--- src/shared/omcs_pkg.sv ---
// package of constants and types for the optical module control/status block
`default_nettype none
package omcs_pkg;
  // -------------------------------------------------
  // register map
  // -------------------------------------------------
  localparam logic [7:0] OMCS_CSB_ADDR = 8'h6e;
  localparam int OMCS_BIT_TXOFF_STATE = 7;
  localparam int OMCS_BIT_TXOFF_SW = 6;
  localparam int OMCS_BIT_BW_STATE = 4;
  localparam int OMCS_BIT_BW_SW = 3;
  localparam int OMCS_BIT_FAULT = 2;
  localparam int OMCS_BIT_LOST = 1;
  localparam logic [7:0] OMCS_SW_MASK = 8'h48;
  localparam logic [7:0] OMCS_CSB_RESET = 8'h00;
  // -------------------------------------------------
  // timing
  // -------------------------------------------------
  localparam int OMCS_CLK_HZ = 20_000_000;
  localparam int OMCS_TXOFF_GAP_MS = 10;
  localparam int OMCS_TXOFF_GAP_CYC = OMCS_CLK_HZ / 1000 * OMCS_TXOFF_GAP_MS;
  // register access request
  typedef struct packed {
    logic wr;
    logic rd;
    logic [7:0] addr;
    logic [7:0] wdata;
  } omcs_req_t;
  // laser fault latch states
  typedef enum logic [1:0] {
    OMCS_F_OK = 2'b00,
    OMCS_F_LATCHED = 2'b01,
    OMCS_F_OFF_SEEN = 2'b10
  } omcs_fstate_t;
endpackage : omcs_pkg
`default_nettype wire

--- src/rtl/omcs_sync.sv ---
// two-flop synchroniser bank for sideband pins
`default_nettype none
module omcs_sync #(
  parameter int W = 4
) (
  input wire logic clk,
  input wire logic srst,
  input wire logic [W-1:0] d,
  output logic [W-1:0] q
);
  logic [W-1:0] s1_ff;
  logic [W-1:0] s2_ff;
  // -------------------------------------------------
  // per-bit double flop; first stage read by second only
  // -------------------------------------------------
  for (genvar i = 0; i < W; i++) begin : g_bit
    always_ff @(posedge clk) begin
      if (srst) begin
        s1_ff[i] <= 1'b0;
        s2_ff[i] <= 1'b0;
      end else begin
        s1_ff[i] <= d[i];
        s2_ff[i] <= s1_ff[i];
      end
    end
  end
  assign q = s2_ff;
endmodule : omcs_sync
`default_nettype wire

--- src/rtl/omcs_ctrl.sv ---
// control/status logic of the optical module: fault latch, shutdown, bandwidth, lost flag
`default_nettype none
module omcs_ctrl
  import omcs_pkg::*;
(
  input wire logic SYS_CLK,
  input wire logic SRST,
  input wire logic TX_OFF_PIN,
  input wire logic BW_SEL_PIN,
  input wire logic LASER_FAULT_IN,
  input wire logic UNSAFE_OUT_IN,
  input wire logic INPUT_LOST_IN,
  input wire logic REG_WR,
  input wire logic REG_RD,
  input wire logic [7:0] REG_ADDR,
  input wire logic [7:0] REG_WDATA,
  output logic [7:0] REG_RDATA,
  output logic REG_RVALID,
  output logic LASER_EN,
  output logic FAULT_FLAG_OE,
  output logic BW_HIGH,
  output logic OPTICAL_INPUT_LOST
);
  // -------------------------------------------------
  // pin synchronisation
  // -------------------------------------------------
  logic [4:0] pins_s;
  omcs_sync #(.W(5)) u_sync (
    .clk(SYS_CLK),
    .srst(SRST),
    .d({TX_OFF_PIN, BW_SEL_PIN, LASER_FAULT_IN, UNSAFE_OUT_IN, INPUT_LOST_IN}),
    .q(pins_s)
  );
  wire tx_off_pin_s = pins_s[4];
  wire bw_pin_s = pins_s[3];
  wire fault_src_s = pins_s[2];
  wire unsafe_s = pins_s[1];
  wire lost_s = pins_s[0];

  // -------------------------------------------------
  // register access decode
  // -------------------------------------------------
  omcs_req_t req;
  assign req = '{wr: REG_WR, rd: REG_RD, addr: REG_ADDR, wdata: REG_WDATA};
  wire hit = (req.addr == OMCS_CSB_ADDR);
  wire wr_hit = req.wr && hit;
  logic txoff_sw_ff;
  logic bw_sw_ff;
  logic [7:0] rdata_ff;
  logic rvalid_ff;
  logic lost_ff;
  logic bw_ff;
  omcs_fstate_t fstate_ff;
  omcs_fstate_t nxt_fstate;
  logic txoff_d_ff;

  // effective controls
  wire txoff_eff = tx_off_pin_s | txoff_sw_ff;
  wire bw_eff = bw_pin_s | bw_sw_ff;
  wire fault_latched = (fstate_ff != OMCS_F_OK);
  // a clear step starts only on a fresh rise; a level held since before the fault does not count
  wire txoff_rise = txoff_eff && !txoff_d_ff;

  // software bits; only bits 6 and 3 are writable
  always_ff @(posedge SYS_CLK) begin
    if (SRST) begin
      txoff_sw_ff <= 1'b0;
      bw_sw_ff <= 1'b0;
    end else if (wr_hit) begin
      txoff_sw_ff <= req.wdata[OMCS_BIT_TXOFF_SW];
      bw_sw_ff <= req.wdata[OMCS_BIT_BW_SW];
    end
  end

  // status byte image; reserved bits 5 and 0 read zero
  wire [7:0] csb_img = {txoff_eff, txoff_sw_ff, 1'b0, bw_eff, bw_sw_ff,
                        fault_latched, lost_s, 1'b0};

  // read answer one cycle after the request; unmapped reads return zero
  always_ff @(posedge SYS_CLK) begin
    if (SRST) begin
      rdata_ff <= OMCS_CSB_RESET;
      rvalid_ff <= 1'b0;
    end else begin
      rvalid_ff <= req.rd;
      rdata_ff <= (req.rd && hit) ? csb_img : 8'h00;
    end
  end
  assign REG_RDATA = rdata_ff;
  assign REG_RVALID = rvalid_ff;

  // -------------------------------------------------
  // laser fault latch
  // -------------------------------------------------
  // previous effective transmit-off, for rise detection
  always_ff @(posedge SYS_CLK) begin
    if (SRST) begin
      txoff_d_ff <= 1'b0;
    end else begin
      txoff_d_ff <= txoff_eff;
    end
  end

  // fault source wins over any clear step, so a fresh fault is never lost
  always_comb begin
    nxt_fstate = fstate_ff;
    unique case (fstate_ff)
      OMCS_F_OK: begin
        if (fault_src_s) nxt_fstate = OMCS_F_LATCHED;
      end
      OMCS_F_LATCHED: begin
        if (txoff_rise && !fault_src_s) nxt_fstate = OMCS_F_OFF_SEEN;
      end
      OMCS_F_OFF_SEEN: begin
        if (fault_src_s) nxt_fstate = OMCS_F_LATCHED;
        else if (!txoff_eff) nxt_fstate = OMCS_F_OK;
      end
      default: nxt_fstate = OMCS_F_LATCHED;
    endcase
  end
  always_ff @(posedge SYS_CLK) begin
    if (SRST) begin
      fstate_ff <= OMCS_F_OK;
    end else begin
      fstate_ff <= nxt_fstate;
    end
  end

  // -------------------------------------------------
  // outputs
  // -------------------------------------------------
  logic laser_en_ff;
  logic fault_oe_ff;
  always_ff @(posedge SYS_CLK) begin
    if (SRST) begin
      laser_en_ff <= 1'b0;
      fault_oe_ff <= 1'b1;
      lost_ff <= 1'b0;
      bw_ff <= 1'b0;
    end else begin
      // any shutdown cause holds the laser dark
      laser_en_ff <= !(txoff_eff || unsafe_s || fault_latched || fault_src_s);
      // open-drain: pull low for normal, release so host pull-up reads high on fault
      fault_oe_ff <= !(fault_latched || fault_src_s);
      lost_ff <= lost_s;
      bw_ff <= bw_eff;
    end
  end
  assign LASER_EN = laser_en_ff;
  assign FAULT_FLAG_OE = fault_oe_ff;
  assign OPTICAL_INPUT_LOST = lost_ff;
  assign BW_HIGH = bw_ff;

  // -------------------------------------------------
  // assertions
  // -------------------------------------------------
  property p_fault_kills_laser;
    @(posedge SYS_CLK) disable iff (SRST) fault_src_s |=> !LASER_EN && !FAULT_FLAG_OE;
  endproperty
  a_fault_kills_laser: assert property (p_fault_kills_laser)
    else $error("fault did not disable laser");
  property p_flag_low_normal;
    @(posedge SYS_CLK) disable iff (SRST) (!fault_latched && !fault_src_s) |=> FAULT_FLAG_OE;
  endproperty
  a_flag_low_normal: assert property (p_flag_low_normal)
    else $error("fault flag not low in normal operation");
  property p_latch_holds;
    @(posedge SYS_CLK) disable iff (SRST)
      (fstate_ff == OMCS_F_LATCHED && !txoff_eff) |=> fault_latched;
  endproperty
  a_latch_holds: assert property (p_latch_holds)
    else $error("fault latch cleared without transmit-off toggle");
  property p_unsafe_off;
    @(posedge SYS_CLK) disable iff (SRST) unsafe_s |=> !LASER_EN;
  endproperty
  a_unsafe_off: assert property (p_unsafe_off)
    else $error("unsafe output did not disable laser");
  property p_bw_follow;
    @(posedge SYS_CLK) disable iff (SRST) 1'b1 |=> BW_HIGH == $past(bw_pin_s | bw_sw_ff);
  endproperty
  a_bw_follow: assert property (p_bw_follow)
    else $error("bandwidth choice not OR of pin and bit");
  property p_txoff_off;
    @(posedge SYS_CLK) disable iff (SRST) tx_off_pin_s |=> !LASER_EN;
  endproperty
  a_txoff_off: assert property (p_txoff_off)
    else $error("transmit-off pin did not shut laser");
  property p_rd_state;
    @(posedge SYS_CLK) disable iff (SRST) (req.rd && hit) |=>
      REG_RVALID && REG_RDATA[OMCS_BIT_TXOFF_STATE] == $past(txoff_eff) &&
      REG_RDATA[OMCS_BIT_FAULT] == $past(fault_latched);
  endproperty
  a_rd_state: assert property (p_rd_state)
    else $error("status read mismatch");
  property p_lost_mirror;
    @(posedge SYS_CLK) disable iff (SRST) (req.rd && hit) |=>
      REG_RDATA[OMCS_BIT_LOST] == $past(lost_s);
  endproperty
  a_lost_mirror: assert property (p_lost_mirror)
    else $error("lost bit mismatch");
  property p_lost_out;
    @(posedge SYS_CLK) disable iff (SRST) lost_s |=> OPTICAL_INPUT_LOST;
  endproperty
  a_lost_out: assert property (p_lost_out)
    else $error("lost output not high");
  // a latched fault may only clear after transmit-off was seen high
  property p_clear_after_off;
    @(posedge SYS_CLK) disable iff (SRST) fault_latched ##1 !fault_latched |-> $past(txoff_eff, 2);
  endproperty
  a_clear_after_off: assert property (p_clear_after_off)
    else $error("fault latch cleared without transmit-off high");
  property p_bw_low;
    @(posedge SYS_CLK) disable iff (SRST) (!bw_pin_s && !bw_sw_ff) |=> !BW_HIGH;
  endproperty
  a_bw_low: assert property (p_bw_low)
    else $error("bandwidth not low with pin and bit clear");
  c_fault: cover property (@(posedge SYS_CLK) disable iff (SRST) fault_src_s ##1 fault_latched);
  c_clear: cover property (@(posedge SYS_CLK) disable iff (SRST)
    fstate_ff == OMCS_F_OFF_SEEN ##1 fstate_ff == OMCS_F_OK);
  c_bw_sw: cover property (@(posedge SYS_CLK) disable iff (SRST) bw_sw_ff && !bw_pin_s);
  c_unsafe: cover property (@(posedge SYS_CLK) disable iff (SRST) unsafe_s ##1 !LASER_EN);
endmodule : omcs_ctrl
`default_nettype wire

--- config.mk ---
export PLATFORM = sky130hd
export DESIGN_NAME = omcs_ctrl
export DESIGN_NICKNAME = d
export VERILOG_FILES = /design/src/shared/omcs_pkg.sv /design/src/rtl/omcs_sync.sv /design/src/rtl/omcs_ctrl.sv
export SDC_FILE = /design/constraint.sdc
export NUM_CORES = 1
export LEC_CHECK = 0
export ABC_AREA = 1
export BUFFER_PORTS_ARGS = -buffer_cell sky130_fd_sc_hd__buf_2
export CAP_MARGIN = 15
export CORE_MARGIN = 3
export CORE_UTILIZATION = 45
export DETAILED_ROUTE_END_ITERATION = 6
export MAX_ROUTING_LAYER = met4
export PLACE_DENSITY = 0.87
export SLEW_MARGIN = 0
export SYNTH_ARGS = -nofsm -noshare
export SYNTH_HDL_FRONTEND = slang
export SYNTH_HIERARCHICAL = 1
export SYNTH_SLANG_ARGS = --single-unit
--- constraint.sdc ---
create_clock -name SYS_CLK -period 0.99 [get_ports SYS_CLK]
set_input_delay 0.099 -clock SYS_CLK [delete_from_list [all_inputs] [get_ports SYS_CLK]]
set_output_delay 0.099 -clock SYS_CLK [all_outputs]
set_load 0.02 [all_outputs]
==> results of run 1 <==
==> stage by stage <==
| stage | utilization | instances |
|---|---|---|
| global route | 0.627 | 170 |
| global placement | 0.587 | 162 |
| CTS | 0.627 | 170 |
| detailed placement | 0.587 | 162 |
| floorplan | - | 110 |
| finish | 0.627 | 170 |
==> cell type report <==
class / instances / area, sq um / share of cell area
tap: 25 / 31.3 / 0.0274
inverter: 28 / 105 / 0.0921
clock buffer: 3 / 22.5 / 0.0197
timing repair buffer: 35 / 203 / 0.178
sequential: 26 / 520 / 0.456
multi-input combinational: 53 / 259 / 0.227
==> cell usage after synthesis <==
master / number / area (sq um)
nand2_1: 13 / 48.8
a21oi_2: 2 / 17.5
nor4_2: 1 / 12.5
nand3_2: 2 / 20.0
a21oi_1: 2 / 10.0
buf_4: 2 / 15.0
buf_6: 1 / 11.3
or2_4: 1 / 8.76
nand3_1: 2 / 10.0
o211ai_1: 1 / 7.51
nand4_1: 3 / 18.8
nor2_1: 21 / 78.8
conb_1: 1 / 3.75
inv_1: 28 / 105
dfxtp_1: 26 / 521
nor2_2: 3 / 18.8
==> report_power, final <==
part	internal [mW]	switching (mW)	total, mW
sequential	1.08	0.0103	1.09
clock	0.142	0.251	0.393
combinational	0.0743	0.0916	0.166
total	1.30	0.353	1.65
==> kinds of logic (layout without fill, tap and decap cells) <==
| group | count (synthesis) | after routing | synth area share |
|---|---|---|---|
| buffers and inverters | 31 | 66 | 0.145 |
| flip-flops | 26 | 26 | 0.574 |
| AO/OA/AOI/OAI | 5 | 5 | 0.0386 |
| AND/OR/NAND/NOR | 46 | 46 | 0.239 |
| other | 1 | 2 | 0.00413 |
==> metal layers <==
layer  vias to the layer above  track usage
li1                        385            -
met1                       300        0.124
met2                        22        0.224
met3                         2       0.0525
met4                         0       0.0269
met5                         -            -
==> worst max path at each step <==
stage | end | slack (ns) | depth (start not counted)
2_1_floorplan | fstate_ff[0] | 0.18 | 4
3_3_place_gp | fstate_ff[0] | 0.16 | 4
3_5_place_dp | fstate_ff[0] | 0.14 | 4
4_1_cts | LASER_EN | 0.09 | 1
5_1_grt | LASER_EN | 0.05 | 1
6_report | LASER_EN | 0.11 | 1
==> sequential cells by signal, summed over array words and instances, names as in the netlist, 2 cells and up <==
signal and flops:
REG_RDATA 6, fstate_ff 2, u_sync/s1_ff 5, u_sync/q 5
==> qor.yml, run 1 <==
die:
  coreArea_sq_um: 1820
  die-area_sq_um: 2590
  io-pin-count: 38
  placementRows: 15
  die_w_um: 50.9
  initial_core_util: 0.498
  die_h_um: 50.9
sta:
  maxSlewViolCount: 0
  fin_setup_tns_ns: 0
  min_period_over_period: 0.892
  clock.fmax_ghz: 1.13
  holdWs_ns: 0.0260
  clock_skew_ns: 0.00387
  rsz0062_at_grt: "no"
  period_needed_ns: 0.883
  setup_viol: 0
  hold_violations: 0
  fin_ws_ns: 0.107
power_and_ir_drop:
  ir_drop_v: 0.00105
  power_mw: 1.65
  leakagePower_nw: 0.580
  p_per_area_nw_per_um2: 1440
route:
  wl_met1_um: 559
  postRouteWirelength_mm: 1.42
  drtAntennaViolNets: 0
  vias: 709
  wl_per_cell_um: 8.35
  dr_wl_met2_um: 763
  viasPerCell: 4.17
  dr.pass1.iters: 4
  wl_met3_um: 92
  drt-initial-drc-count: 4
  routed.top_layer: "met4"
  drc: 0
synth:
  yosysWarnings: 6
  synth_cell_type_count: 16
  synthCells: 109
  ys_ff_latch: 26
  ys_seq_area_frac: 0.574
  synth.avg_cell_area_sq_um: 8.32
  synth_area_sq_um: 907
critical_path:
  cp_max_fo: 1
  cp.required_ns: 0.89
  startpoint: "LASER_EN"
  crit_family: "flip-flops"
  end_kind: "output pin"
  crit_type: "flip-flop to output pin"
  arrival_ns: 0.78
  slowest_stage: "dfxtp_1"
  critPathBufInv: 1
  r2r-start: "txoff_sw_ff"
  slowest_delay_ns: 0.33
  startpoint_type: "flip-flop"
  r2r_slack_ns: 0.11
  r2r_end: "fstate_ff[0]"
  crit_path_cell_trace: "buf_2"
  r2r_cells: 4
final_layout:
  synthToLayoutAreaGrowth_pct: 25.8
  fillers: 157
  final_common_cell: "buf_2"
  final_cell_mix: "buf_2, inv_1, dfxtp_1"
  fin_nets: 172
  drive_gt1_frac: 0.290
  n_antenna_cell: 0
  fin_area_sq_um: 1140
placed_design:
  place_area_sq_um: 1070
  port-buffer-count: 29
  preCtsSetupSlack_ns: 0.139
  place_hpwl_mm: 1.12
  place.gp.congestion: 0.782
cts:
  htree_levels: 1
  cts_sinks: 26
  cts_buffer_depth: 2
  cts-hold-fix-buffers: 5
  clk_pin_slew_ns: 0.11
  cts_tree: "done"
  root_buffer: "clkbuf_4"
  cts_buffers: 3
  post_cts_buffers: 0
  clk_latency_ns: 0.30
  ctsResizeCount: 0
global_routing:
  grt_pass1_wl_mm: 2.35
  grt_start_max_net_pins: 14
  grt-ovfl-total: 0
  antenna_found_initial: 0
  grt_pass1_vias: 622
  grt_util_all_layers: 0.124
hold_path:
  hold_depth: 3
  hold_path_class: "input pin to flip-flop"
  min_to: "REG_RVALID"
  min_from: "REG_RD"
outcome:
  status: "finished clean"
job:
  max-cap-violations: 0
Note: power is estimated with default switching activity, not from simulation.
==> inputs of run 2 (changes only) <==
--- a/config.mk
+++ b/config.mk
@@ -11,6 +11,6 @@
 export CORE_MARGIN = 3
-export CORE_UTILIZATION = 45
+export CORE_UTILIZATION = 48
 export DETAILED_ROUTE_END_ITERATION = 6
 export MAX_ROUTING_LAYER = met4
-export PLACE_DENSITY = 0.87
+export PLACE_DENSITY = 0.91
 export SLEW_MARGIN = 0
==> constraint.sdc (replaced) <==
create_clock -name SYS_CLK -period 1.1 [get_ports SYS_CLK]
set_input_delay 0.055 -clock SYS_CLK [delete_from_list [all_inputs] [get_ports SYS_CLK]]
set_output_delay 0.055 -clock SYS_CLK [all_outputs]
set_load 0.02 [all_outputs]
==> qor.yml, run 2 (synthesized netlist as in run 1, its figures left out) <==
final_layout:
  fin_nets: 172  # unchanged
  final_common_cell: "buf_2"
  final_cell_mix: "buf_2, inv_1, dfxtp_1"
  final_core_util: 0.665  # +0.0384
  n_antenna_cell: 0  # unchanged
  largest_reg_flops: 6  # unchanged
  drive_gt1_frac: 0.288  # -0.00198
  fillers: 151  # -3.8%
  fin_area_sq_um: 1170  # +2.9%
  synthToLayoutAreaGrowth_pct: 29.4
  fin_cells: 171  # +0.59%
power_and_ir_drop:
  leakagePower_nw: 0.594  # +2.3%
  p_per_area_nw_per_um2: 1510  # +4.2%
  ir_drop_v: 0.000937  # -10%
critical_path:
  startpoint: "txoff_sw_ff"
  r2r_slack_ns: 0.20  # +0.09 ns
  cp.required_ns: 1.37  # +0.48 ns
  startpoint_type: "flip-flop"
  arrival_ns: 1.17  # +0.39 ns
  cp_max_fo: 4  # +3
  r2r-start: "txoff_sw_ff"
  end_kind: "flip-flop"
  crit_type: "flip-flop to flip-flop"
route:
  dr_wl_met2_um: 856  # +12%
  postRouteWirelength_mm: 1.60  # +13%
  routed.top_layer: "met4"
  dr.pass1.iters: 4  # unchanged
  wl_met1_um: 649  # +16%
  vias: 724  # +2.1%
  drc: 0  # unchanged
  wl_per_cell_um: 9.35  # +12%
  viasPerCell: 4.23  # +1.5%
  wl_met3_um: 85  # -7.6%
  drtAntennaViolNets: 0  # unchanged
  drt-initial-drc-count: 3  # -1
sta:
  maxSlewViolCount: 0  # unchanged
  setup_viol: 0  # unchanged
  clock_skew_ns: 0.00467  # +0.000799 ns
  hold_violations: 0  # unchanged
  fin_setup_tns_ns: 0  # unchanged
  period_needed_ns: 0.899
  min_period_over_period: 0.817
  rsz0062_at_grt: "no"
  clock.fmax_ghz: 1.11
cts:
  clk_latency_ns: 0.31  # about the same
  cts_tree: "done"
  cts_buffer_depth: 2  # unchanged
  htree_levels: 1  # unchanged
  root_buffer: "clkbuf_4"
  cts_sinks: 26  # unchanged
  post_cts_buffers: 0  # unchanged
  cts_buffers: 3  # unchanged
  clk_pin_slew_ns: 0.14  # +0.03 ns
die:
  coreArea_sq_um: 1760  # -3.1%
  placementRows: 15  # unchanged
  die_w_um: 49.5  # -2.8%
  die-area_sq_um: 2450  # -5.5%
  initial_core_util: 0.514  # +0.0159
  io-pin-count: 38  # unchanged
  die_h_um: 49.5  # -2.8%
placed_design:
  port-buffer-count: 29  # unchanged
  dpl.cell_count: 161  # -0.62%
  place_area_sq_um: 1060  # -0.70%
  place.gp.congestion: 0.774  # -0.92%
  place_hpwl_mm: 1.20  # +6.9%
global_routing:
  antenna_found_initial: 0  # unchanged
  grt-ovfl-total: 0  # unchanged
  grt_start_max_net_pins: 17  # +3
  grt_util_all_layers: 0.135  # +0.0109
  grt_pass1_wl_mm: 2.53  # +7.6%
  grt_pass1_vias: 650  # +4.5%
hold_path:
  min_from: "REG_WDATA[6]"
  hold_path_class: "input pin to flip-flop"
job:
  max-cap-violations: 0  # unchanged
outcome:
  status: "finished clean"
==> run 2: cell count changes in the layout (fill, tap and decap cells not counted), sizes merged <==
cell,previous run,this run
buf,30,29
bufinv,0,1
dlygate4sd3,5,6
==> run 2: repair_timing <==
item | in CTS | in global routing
resized for setup | 0 | 0
hold buffers | 6 | 0
endpoints found under the hold margin | 6 | 0
==> run 2: through the flow <==
| stage | worst slack, ns | power, mW | hold slack (ns) |
|---|---|---|---|
| 2_1_floorplan | 0.290 | 1.09 | 0.124 |
| 3_3_place_gp | 0.259 | 1.13 | 0.253 |
| 3_5_place_dp | 0.226 | 1.14 | 0.264 |
| 4_1_cts | 0.200 | 1.77 | 0.0721 |
| 5_1_grt | 0.168 | 1.84 | 0.103 |
| 6_report | 0.201 | 1.77 | 0.0716 |
==> run 2: path summary, 6_finish.rpt <==
kind,endpoint,depth (start not counted)
max,fstate_ff[0],4
max reg2reg,fstate_ff[0],4
min reg2reg,LASER_EN,1
min,txoff_sw_ff,5
==> run 2: power by group <==
part	internal (mW)	total (mW)	switching, mW
combinational	0.0668	0.151	0.0841
sequential	0.972	0.981	0.00900
clock	0.368	0.635	0.267
==> run 2: critical path: stages (launching register included) <==
cell	delay (ns)
dfxtp_1	0.34
or2_4	0.27
nand4_1	0.10
o211ai_1	0.10
inv_1	0.06
==> run 2: cell type report <==
cell class / instances / area [sq um] / area share
clock buffer: 3 / 22.5 / 0.0192
clock inverter: 1 / 30.0 / 0.0256
multi-input combinational: 53 / 259 / 0.221
timing repair buffer: 35 / 205 / 0.175
inverter: 28 / 105 / 0.0896
tap: 25 / 31.3 / 0.0267
sequential: 26 / 520 / 0.443
==> run 2: routing by layer <==
layer	GRT usage	vias to the layer above
li1	-	386
met1	0.135	318
met2	0.266	18
met3	0.0181	2
met4	0.0415	0
met5	-	-
==> inputs of run 3 (changes only) <==
CORE_UTILIZATION = 45   (was 48)
PLACE_DENSITY = 0.87   (was 0.91)
clock period = 0.9 ns   (was 1.1 ns; I/O delays follow)
==> qor.yml, run 3 (synthesized netlist as in run 1, its figures left out) <==
route:
  drtAntennaViolNets: 0  # unchanged
  vias: 716  # -1.1%
  wl_per_cell_um: 8.70  # -6.9%
  viasPerCell: 4.16  # -1.7%
  drt-initial-drc-count: 9  # +6
  dr.pass1.iters: 5  # +1
  drc: 0  # unchanged
  postRouteWirelength_mm: 1.50  # -6.4%
power_and_ir_drop:
  ir_drop_v: 0.00123  # +31%
  p_per_area_nw_per_um2: 1650  # +9.9%
  cellInternalPower_mw: 1.52  # +8.1%
  clkPwrFrac: 0.284  # -0.076
  p_seq_frac: 0.620  # +0.065
  leakagePower_nw: 0.593  # -0.11%
  sw_frac_of_total: 0.215  # +0.0109
  pwr-share-comb: 0.097  # +0.012
  power_switching_uw: 416  # +15%
sta:
  clock.fmax_ghz: 1.11  # about the same
  hold_violations: 4  # +4
  holdWs_ns: -0.0232  # -0.0948 ns
  period_needed_ns: 0.898  # -0.000207 ns
  maxSlewViolCount: 0  # unchanged
  min_period_over_period: 0.998  # +0.181
  rsz0062_at_grt: "yes"
  clock_skew_ns: 0.000495  # -0.00418 ns
  fin_ws_ns: 0.00163  # -0.200 ns
  setup_viol: 0  # unchanged
final_layout:
  fin_nets: 173  # +0.58%
  fin_area_sq_um: 1170  # -0.32%
  synthToLayoutAreaGrowth_pct: 29.0
  drive_gt1_frac: 0.313  # +0.0253
  final_common_cell: "buf_2"
  n_antenna_cell: 0  # unchanged
  largest_reg_flops: 6  # unchanged
  final_cell_mix: "buf_2, inv_1, dfxtp_1"
critical_path:
  r2r_slack_ns: 0.002  # -0.20 ns
  cp_max_fo: 4  # unchanged
  crit_type: "flip-flop to flip-flop"
  cp.required_ns: 1.16  # -0.21 ns
  r2r_cells: 4  # unchanged
  end_kind: "flip-flop"
  arrival_ns: 1.16  # about the same
  startpoint_type: "flip-flop"
  startpoint: "txoff_sw_ff"
  r2r-start: "txoff_sw_ff"
  r2r_end: "fstate_ff[0]"
  critPathCapture: "fstate_ff[0]"
placed_design:
  place_hpwl_mm: 1.15  # -3.9%
  preCtsSetupSlack_ns: 0.0145  # -0.212 ns
  place_area_sq_um: 1070  # +0.71%
  port-buffer-count: 29  # unchanged
  place.gp.congestion: 0.788  # +1.7%
cts:
  root_buffer: "clkbuf_4"
  cts-hold-fix-buffers: 6  # unchanged
  post_cts_buffers: 0  # unchanged
  clk_pin_slew_ns: 0.12  # -0.02 ns
  clk_latency_ns: 0.31  # about the same
  cts_sinks: 26  # unchanged
  cts_buffer_depth: 2  # unchanged
  cts_tree: "done"
  cts_buffers: 3  # unchanged
  htree_levels: 1  # unchanged
die:
  initial_core_util: 0.498  # -0.0159
  placementRows: 15  # unchanged
  die_h_um: 50.9  # +2.9%
  coreArea_sq_um: 1820  # +3.2%
  io-pin-count: 38  # unchanged
  die-area_sq_um: 2590  # +5.8%
  die_w_um: 50.9  # +2.9%
global_routing:
  grt-ovfl-total: 0  # unchanged
  grt_start_max_net_pins: 15  # -2
  grt_util_all_layers: 0.125  # -0.00994
  antenna_found_initial: 0  # unchanged
  grt_pass1_wl_mm: 2.29  # -9.3%
  grt_pass1_vias: 617  # -5.1%
job:
  max-cap-violations: 0  # unchanged
outcome:
  violations: "hold timing"
  status: "finished, violations left"
hold_path:
  hold_path_class: "input pin to flip-flop"
run 3: metrics by stage:
| stage | instances | setup TNS (ns) | util | power [mW] | hold WS [ns] |
|---|---|---|---|---|---|
| 2_1_floorplan | 110 | 0 | - | 1.33 | 0.114 |
| 3_3_place_gp | 162 | 0 | 0.587 | 1.38 | 0.244 |
| 3_5_place_dp | 162 | 0 | 0.587 | 1.39 | 0.250 |
| 4_1_cts | 172 | -0.00162 | 0.641 | 1.95 | -0.0295 |
| 5_1_grt | 172 | -0.0494 | 0.643 | 2.03 | -0.0450 |
| 6_report | 172 | 0 | 0.643 | 1.94 | -0.0232 |
run 3: worst min-delay path by stage:
stage	slack, ns	from	depth (start not counted)	endpoint
finish	-0.02	SRST	2	OPTICAL_INPUT_LOST
CTS	-0.03	SRST	2	OPTICAL_INPUT_LOST
global route	-0.04	SRST	2	OPTICAL_INPUT_LOST
detailed placement	0.25	LASER_FAULT_IN	3	u_sync/s1_ff[2]
global placement	0.24	TX_OFF_PIN	3	u_sync/s1_ff[4]
floorplan	0.11	SRST	1	BW_HIGH
run 3: layout make-up:
type                            instances  area [sq um]
Fill cell                             149           651
Sequential cell                        26           523
Multi-Input combinational cell         53           262
Timing Repair Buffer                   36           213
Inverter                               28           105
Clock buffer                            4          36.3
Tap cell                               25          31.3
run 3: what timing repair did:
action	4_1_cts	5_1_grt
pin swaps	2	1
hold endpoints to repair	9	4
resized for setup	1	2
cloned	0	0
endpoints found under the setup margin	1	2
run 3: critical path: stages, from the launching register on:
cell and delay, ns:
dfxtp_2 0.34, or2_4 0.24, nand4_1 0.11, o211ai_1 0.11, inv_1 0.06
run 3: power by group through the flow:
stage / clock network, mW / logic (mW) / registers, mW
floorplan: 0 / 0.0897 / 1.24
finish: 0.549 / 0.187 / 1.20
global route: 0.614 / 0.208 / 1.20
detailed placement: 0 / 0.166 / 1.22
global placement: 0 / 0.159 / 1.22
CTS: 0.565 / 0.187 / 1.20
run 3: routing by layer:
| metal | track usage | wire, um |
|---|---|---|
| met5 | - | 0 |
| met1 | 0.107 | 600 |
| met3 | 0.0554 | 103 |
| met2 | 0.224 | 775 |
| met4 | 0.0717 | 16 |
